### src/core/dxrh_pkg.sv
/*
  constants and types for the external dma request / grant handshake block.
  assumes a single system bus clock at 125 mhz drives everything.
*/
package dxrh_pkg;
  localparam int DXRH_CLK_MHZ = 125;
  localparam int DXRH_CLK_PERIOD_PS = 8000;
  // grant hold is counted in bus clocks
  localparam int DXRH_GRANT_MIN_HCLK = 8;
  localparam int DXRH_GRANT_MIN_CYC = DXRH_GRANT_MIN_HCLK;
  localparam int DXRH_SYNC_STAGES = 3;
  localparam int DXRH_CHANNELS = 16;
  localparam int DXRH_SRC_W = 6;
  localparam logic [5:0] DXRH_SRC_RESET = 6'h00;
  localparam logic [5:0] DXRH_SRC_EXT_DEFAULT = 6'h00;
  localparam logic [3:0] DXRH_CNT_RESET = 4'h0;
  typedef enum logic [1:0] {
    DXRH_IDLE,
    DXRH_BURST,
    DXRH_HOLD
  } dxrh_state_t;
endpackage : dxrh_pkg

### src/core/dxrh_handshake.sv
/*
  external dma request arbitration hook and active-low grant generation.
  assumes the channel engine runs bursts on request and reports done, and
  that the arbiter honours ext_low_prio for its next decision.
*/
// Overview of operation
// the external channel bursts only once the arbiter names it highest priority.
// the peripheral keeps its request asserted until a burst services it.
// each accepted request leads to at least one whole burst on its channel.
// grant is active low, low when asserted and high otherwise.
// grant asserts only during a burst on a channel sourced by the external request.
// grant also needs the channel's request-enable and channel-enable bits set.
// grant also needs the external request asserted while the burst runs.
// from grant assertion until burst end the request level is ignored.
// with another request pending, the external channel goes low priority next time.
// grant stays asserted at least eight bus clocks even if request drops at once.
// the peripheral releases request within about nine clocks after grant.
// the peripheral releases request within about eight clocks after first read.
// the peripheral releases request within about three clocks after first write.
// all windows count periods of the system bus clock.
// the external request is synchronised into the bus clock before use.
module dxrh_handshake
  import dxrh_pkg::*;
#(
  parameter int GRANT_MIN_CYC = dxrh_pkg::DXRH_GRANT_MIN_CYC
) (
  input wire logic clock, // system bus clock
  input wire logic rst_n, // async reset, active low
  input wire logic ext_req_pin, // external request pin, active high
  input wire logic [dxrh_pkg::DXRH_SRC_W-1:0] request_source_select, // channel source
  input wire logic [dxrh_pkg::DXRH_SRC_W-1:0] ext_source_code, // code of ext input
  input wire logic request_enable_bit, // channel request enable
  input wire logic channel_enable_bit, // channel enable
  input wire logic arb_pick, // arbiter picked external channel
  input wire logic other_req_pending, // another dma request pending
  input wire logic burst_done, // channel engine finished burst
  output logic ext_grant_n, // grant to peripheral, active low
  output logic ext_pending, // request to arbiter
  output logic burst_start, // start burst on channel, pulse
  output logic ext_low_prio // lower priority next arbitration
);
  import dxrh_pkg::*;

  // hold counter is four bits wide, so refuse what it cannot count
  if (GRANT_MIN_CYC < 1 || GRANT_MIN_CYC > 15) begin : g_bad_hold
    $error("grant hold count out of range");
  end

  dxrh_state_t state;
  dxrh_state_t next_state;
  logic req_sync;
  logic [3:0] hold_cnt;
  logic [3:0] next_hold_cnt;
  logic granted;
  logic next_granted;
  logic next_low_prio;

  // raw pin is asynchronous; only the filtered level reaches the fsm
  dxrh_sync u_req_sync (
    .clock(clock),
    .rst_n(rst_n),
    .async_in(ext_req_pin),
    .sync_out(req_sync)
  );

  // channel setup decode
  wire chan_ext = (request_source_select == ext_source_code);
  wire chan_on = request_enable_bit & channel_enable_bit;
  wire chan_ready = chan_ext & chan_on;

  // state decode
  wire in_idle = (state == DXRH_IDLE);

  // request accepted only while idle, ignored from grant to burst end
  wire accept = in_idle & req_sync & chan_ready;
  wire start_now = accept & arb_pick;
  wire grant_cond = chan_ready & req_sync;
  wire pend_now = accept & ~start_now;

  // hold window decode
  wire [3:0] hold_last = 4'(GRANT_MIN_CYC - 1);
  wire hold_done = (hold_cnt == hold_last);
  wire hold_step = granted & ~hold_done;
  wire late_grant = ~granted & grant_cond;
  wire end_to_hold = burst_done & hold_step;
  wire end_to_idle = burst_done & ~hold_step;

  // priority drop; a start in the same cycle wins over the clear
  wire prio_clear = in_idle & ~other_req_pending;

  always_comb begin
    next_state = state;
    next_hold_cnt = hold_cnt;
    next_granted = granted;
    case (state)
      DXRH_IDLE: begin
        next_granted = 1'b0;
        if (start_now) begin
          next_state = DXRH_BURST;
          next_hold_cnt = DXRH_CNT_RESET;
          next_granted = grant_cond;
        end
      end
      DXRH_BURST: begin
        // grant is raised with the start, so granted is already set here and late_grant never fires
        if (hold_step) begin
          next_hold_cnt = hold_cnt + 4'h1;
        end
        if (late_grant) begin
          next_granted = 1'b1;
        end
        if (end_to_hold) begin
          next_state = DXRH_HOLD;
        end else if (end_to_idle) begin
          next_state = DXRH_IDLE;
          next_granted = 1'b0;
        end
      end
      DXRH_HOLD: begin
        // burst is over but grant must still stand its minimum
        if (hold_done) begin
          next_state = DXRH_IDLE;
          next_granted = 1'b0;
        end else begin
          next_hold_cnt = hold_cnt + 4'h1;
        end
      end
      default: begin
        next_state = DXRH_IDLE;
        next_hold_cnt = DXRH_CNT_RESET;
        next_granted = 1'b0;
      end
    endcase
  end

  // low priority lasts until idle with nothing else waiting
  always_comb begin
    next_low_prio = ext_low_prio;
    if (start_now) begin
      next_low_prio = other_req_pending;
    end else if (prio_clear) begin
      next_low_prio = 1'b0;
    end
  end

  always_ff @(posedge clock or negedge rst_n) begin
    if (!rst_n) begin
      state <= DXRH_IDLE;
    end else begin
      state <= next_state;
    end
  end

  always_ff @(posedge clock or negedge rst_n) begin
    if (!rst_n) begin
      hold_cnt <= DXRH_CNT_RESET;
    end else begin
      hold_cnt <= next_hold_cnt;
    end
  end

  always_ff @(posedge clock or negedge rst_n) begin
    if (!rst_n) begin
      granted <= 1'b0;
    end else begin
      granted <= next_granted;
    end
  end

  // outputs straight from flops, so the pins see no decode glitches
  always_ff @(posedge clock or negedge rst_n) begin
    if (!rst_n) begin
      ext_grant_n <= 1'b1;
    end else begin
      ext_grant_n <= ~next_granted;
    end
  end

  always_ff @(posedge clock or negedge rst_n) begin
    if (!rst_n) begin
      ext_pending <= 1'b0;
    end else begin
      ext_pending <= pend_now;
    end
  end

  always_ff @(posedge clock or negedge rst_n) begin
    if (!rst_n) begin
      burst_start <= 1'b0;
    end else begin
      burst_start <= start_now;
    end
  end

  always_ff @(posedge clock or negedge rst_n) begin
    if (!rst_n) begin
      ext_low_prio <= 1'b0;
    end else begin
      ext_low_prio <= next_low_prio;
    end
  end
endmodule : dxrh_handshake

### src/core/dxrh_sync.sv
/*
  three-stage synchroniser with agreement of the last two stages.
  assumes the input is asynchronous to clock.
*/
module dxrh_sync (
  input wire logic clock, // system bus clock
  input wire logic rst_n, // async reset, active low
  input wire logic async_in, // raw pin level
  output logic sync_out // filtered level
);
  logic s1;
  logic s2;
  logic s3;
  // first stage feeds only the second
  always_ff @(posedge clock or negedge rst_n) begin
    if (!rst_n) begin
      s1 <= 1'b0;
      s2 <= 1'b0;
      s3 <= 1'b0;
      sync_out <= 1'b0;
    end else begin
      s1 <= async_in;
      s2 <= s1;
      s3 <= s2;
      if (s2 == s3) begin
        sync_out <= s3;
      end
    end
  end
endmodule : dxrh_sync

### config.mk
export PLATFORM = sky130hd
export DESIGN_NAME = dxrh_handshake
export DESIGN_NICKNAME = d
export VERILOG_FILES = /design/src/core/dxrh_pkg.sv /design/src/core/dxrh_handshake.sv /design/src/core/dxrh_sync.sv
export SDC_FILE = /design/constraint.sdc
export NUM_CORES = 1
export LEC_CHECK = 0
export BUFFER_PORTS_ARGS = -buffer_cell sky130_fd_sc_hd__buf_2
export CAP_MARGIN = 10
export CORE_MARGIN = 10
export CORE_UTILIZATION = 25
export DETAILED_ROUTE_END_ITERATION = 10
export PLACE_DENSITY = 0.48
export SETUP_SLACK_MARGIN = 0.1
export SYNTH_ARGS = -nofsm -noshare
export SYNTH_HDL_FRONTEND = slang
export SYNTH_SLANG_ARGS = --single-unit
### constraint.sdc
create_clock -name clock -period 2.67 [get_ports clock]
set_input_delay 0.1335 -clock clock [delete_from_list [all_inputs] [get_ports clock]]
set_output_delay 0.1335 -clock clock [all_outputs]
set_load 0.05 [all_outputs]
After elaboration in Yosys (flattened, before gate mapping)
Cells that the tools add are included.

cells by class
  muxes and demuxes = 17
  add/subtract/negate cells = 1
  reduce and logical (&&, ||, !) cells = 4
  equal/unequal tests = 10
  bitwise logic cells = 18

operators with widths
  kind                                           number
  bitwise AND 1 bit                              12
  two-way mux 4 bit                              3
  one-hot mux 4 bit (3 select lines)             1
  two-way mux 2 bit                              4
  two-way mux 1 bit                              7
  == test 6 bit                                  1
  != test 2 bit, second input constant           3
  NOT 1 bit                                      6
  one-hot mux 2 bit (3 select lines)             1
  AND reduction 3 bit                            2
  adder 4 x 1 -> 4 bit, second input constant    1
  == test 4 x 3 -> 1 bit, second input constant  1
  != test 3 bit, second input constant           1
  one-hot mux 1 bit (3 select lines)             1
  == test 2 x 1 -> 1 bit, second input constant  1
  == test 2 bit, second input constant           1
  zero test 2 bit                                1
  != test 2 x 1 -> 1 bit, second input constant  1
  nonzero test 2 bit                             1
  == test 1 bit                                  1

storage, ports and cells
  output and inout bits = 4
  logic and storage cells = 61
  flip-flop bits (word level) = 15
  bits of input ports = 20

Longest topological paths before layout
  depth in word-level cells = 9
  depth in mapped cells = 7
  depth with buffers taken out = 7

Cells and area by module
From an unflattened synthesis, not the netlist that was laid out.

second synthesis, totals
  cell total of the unflattened synthesis = 73
  area total of the unflattened synthesis = 797.0 µm²

by module, submodules not included
  module          sequential area each (µm²)  times used  area each (µm²)  cells an instance
  dxrh_handshake  276.5                       1           685.7            68
  dxrh_sync       100.1                       1           111.4            5

Worst setup path before layout
No wires, ideal clock.

  kind = input port to flip-flop
  from = input port ext_source_code[1] (netlist name)
  to = register state[0]
  slack = 1.117 ns
  buffers on the path = 0
  data required time = 2.545 ns
  library setup time = 0.125 ns
  cell stages on the path = 5
  data arrival time = 1.428 ns
  cells stage by stage = xnor2_1 nand3_1 o41a_1 nor3_1 mux2_2

between the ends
  word-level cells in the longest chain between the ends = 6

RTL lines
  what                                     line                   text
  start, declared                          dxrh_handshake.sv:31   input wire logic [dxrh_pkg::DXRH_SRC_W-1:0] ext_source_code,
  == test 6 bit                            dxrh_handshake.sv:67   wire chan_ext = (request_source_select == ext_source_code);
  bitwise AND 1 bit                        dxrh_handshake.sv:69   wire chan_ready = chan_ext & chan_on;
  bitwise AND 1 bit                        dxrh_handshake.sv:75   wire accept = in_idle & req_sync & chan_ready;
  bitwise AND 1 bit                        dxrh_handshake.sv:76   wire start_now = accept & arb_pick;
  != test 2 x 1 -> 1 bit (no source line)  n/a
  AND reduction 3 bit (no source line)     n/a
  end signal, assigned                     dxrh_handshake.sv:150  state <= next_state;
  end, declared                            dxrh_handshake.sv:49   dxrh_state_t state;

Every way passes these cells.
A chain may end at the register's enable or synchronous reset.

Worst setup path in the final report
  from = register state[1]
  to = register state[0]

between the ends
  elaborated cells between the ends (all ways) = 11
  classes of those cells = eq/ne: 5; mux: 1; bitwise: 3; reduce/logical: 2

RTL lines
  what                                         line                  text
  == test 2 bit, or another cell as far along  dxrh_handshake.sv:95  case (state)
  one-hot mux 2 bit (3 select lines) (*)       dxrh_handshake.sv:95
  named net next_state[0]                      dxrh_handshake.sv:50  dxrh_state_t next_state;

The timed path passes the listed nets; every way through them passes the cells marked *.

==> flow_summary.ini <==
[floorplanning]
fp-row-count = 20
die_w_um = 76.7
dieArea_um2 = 5890
die_y_um = 76.7
ioPinCount = 24
core_um2 = 3080
initial_utilization_pct = 26.1

[synthesis]
synth.most_common_cell = dfrtp_1
ys_top_cells_by_count = dfrtp_1, nand2_1, nand3_1, inv_1, o21ai_0
synth-seq-area-share_pct = 46.8
yosys.area.top_type_share_pct = 43.5
synthCells = 83
synth_top_area_cell = dfrtp_1
async_flop_share_pct = 100
synthTopCellsByArea = dfrtp_1, ha_1, nand3_1
syn_area_um2 = 805
yosysWarnings = 0
synthFlopType = dfrtp_1
syn_nets = 108
syn_area_per_cell_um2 = 9.69
ys_types = 29
ys_ff_latch = 15
synth_edf_count = 0

[place]
dpl.hpwl_um = 1460
finalWeightedCongestion = 0.826
io_buffers = 23

[finish]
finalCoreUtilization_pct = 33.3
n_antenna_cell = 0
nets = 138
layout-drive-gt1-share_pct = 26.8
synthToLayoutAreaGrowth_pct = 27.4

[clock_tree]
insertion_delay_ps = 280
ctsRootBufferMaster = clkbuf_4
htree_num_levels = 1
cts_made_buffers = 3
clkSlewWorstSetupHoldPaths_ps = 90
clock_sinks = 15
cts_tree = done
clockBufferDepth = 2

[detailed_routing]
dr.first_iter.drc_count = 23
via_count = 702
ant_nets = 0
viasPerCell = 4.50
drc = 0
routedWlPerCell_um = 11.5
wl_um = 1800
firstDrtPassIters = 4

[power]
p_leak_nw = 0.471
power_density_nw_per_um2 = 668
vdd_drop_max_mv = 0.175

[critical_path]
path_buf_inv = 1
cpMaxStageDelayCell = dfrtp_1
max_stage_delay_ps = 440
cp_cell_sequence = inv_1 -> ha_1 -> o41a_1 -> nor3_1 -> mux2_2
rr_worst_depth = 5
worst-path-max-fanout = 7
path_delay_family = flip-flops
crit_cells = 5
arrival_ps = 1890
start_kind = register
end_kind = register
cp.required_ps = 2850
critPathKind = reg -> reg

[global_route]
grt_overflow = 0
grt_use_total_pct = 6.60
grt_pass1_wl_um = 3220
grt_pass1_vias = 700
grt_max_degree = 16
antenna_found_initial = 0

[run_status]
status = finished clean

[timing]
clock-skew-final_ps = 2.68
period_share_pct = 64.2
setup_viol = 0
period_needed_ps = 1710
drv_slew = 0
maxSlewHeadroom_pct = 63.3
tns_ps = 0
finalHoldViolations = 0
rsz0062_at_grt = no
fmaxAchievable_mhz = 583
worstMarginPinSlew_ps = 544

[worst_hold_path]
holdCritPathClass = in -> reg
min_path_cells = 2

[run]
drv_cap = 0
where the power goes:
group | total [mW] | switching, mW | leakage [nW] | internal [mW]
logic | 0.251 | 0.139 | 0.267 | 0.111
registers | 0.300 | 0.0340 | 0.190 | 0.266
clock network | 0.134 | 0.0768 | 0.0139 | 0.0569
total | 0.685 | 0.250 | 0.471 | 0.435
stage by stage:
stage | instance area, um2 | setup WS [ps] | cells | hold slack (ps) | total power, mW
5_1_grt | 1020 | 843 | 156 | 14.0 | 0.749
6_report | 1020 | 956 | 156 | 23.9 | 0.685
3_5_place_dp | 975 | 861 | 150 | 57.2 | 0.552
4_1_cts | 1020 | 947 | 156 | 8.61 | 0.693
2_1_floorplan | 805 | 1120 | 83 | -162 | 0.483
3_3_place_gp | 975 | 909 | 150 | 64.4 | 0.554
flip-flops by register name, summed over array words and instances, names as in the netlist:
| signal | flops |
|---|---|
| burst_start | 1 |
| ext_grant_n | 1 |
| ext_low_prio | 1 |
| ext_pending | 1 |
| granted | 1 |
| hold_cnt | 4 |
| state | 2 |
| u_req_sync.s1 | 1 |
| u_req_sync.s2 | 1 |
| u_req_sync.s3 | 1 |
| u_req_sync.sync_out | 1 |
area by class of cell:
cell class	count	area, um2
Tap cell	44	55.1
Fill cell	341	2050
Timing Repair Buffer	25	135
Multi-Input combinational cell	61	402
Clock inverter	1	7.51
Clock buffer	3	22.5
Inverter	7	26.3
Sequential cell	15	377
kinds of logic (layout without fill, tap and decap cells):
logic type	after synthesis	count (layout)	synth area share, %
AOI/OAI and AO/OA	15	15	12.3
xor gates and xnor gates	6	6	6.53
adders and majority gates	6	6	9.02
buffers and inverters	7	36	3.27
muxes	1	1	1.40
and+or+nand+nor	33	33	20.7
DFF	15	15	46.8
worst paths after layout:
| kind | from | end | slack, ps |
|---|---|---|---|
| setup / recovery | state[1] | state[0] | 960 |
| hold / removal | arb_pick | ext_pending | 20 |
| setup reg to reg | state[1] | state[0] | 960 |
| hold reg to reg | u_req_sync.s1 | u_req_sync.s2 | 360 |
| max in group asynchronous | rst_n | ext_grant_n | 2110 |
| min in group asynchronous | rst_n | state[0] | 270 |
per-layer routing:
metal  GRT usage, %  part of all wire [%]  vias to the layer above
li1               -                     -                      351
met1           7.99                    47                      322
met2           9.19                    41                       25
met3           3.15                   9.2                        4
met4           3.90                   2.4                        0
met5              0                     0                        -
cells in the final DEF (no fill, tap or decap), drive strengths merged, types with 2 or more instances in the layout:
| cell | synthesis | layout |
|---|---|---|
| buf | 0 | 23 |
| dfrtp | 14 | 14 |
| o211ai | 2 | 2 |
| nand3 | 9 | 9 |
| nor2 | 4 | 4 |
| nand2 | 9 | 9 |
| ha | 5 | 5 |
| xnor2 | 5 | 5 |
| nor3 | 2 | 2 |
| clkbuf | 0 | 3 |
| dlygate4sd3 | 0 | 2 |
| nor2b | 2 | 2 |
| inv | 7 | 7 |
| o21ai | 6 | 6 |
what timing repair did:
item	4_1_cts	5_1_grt
buffers inserted	0	0
hold endpoints to repair	15	0
resized for setup	0	0
hold buffers	2	0
(Power assumes the default switching activity.)
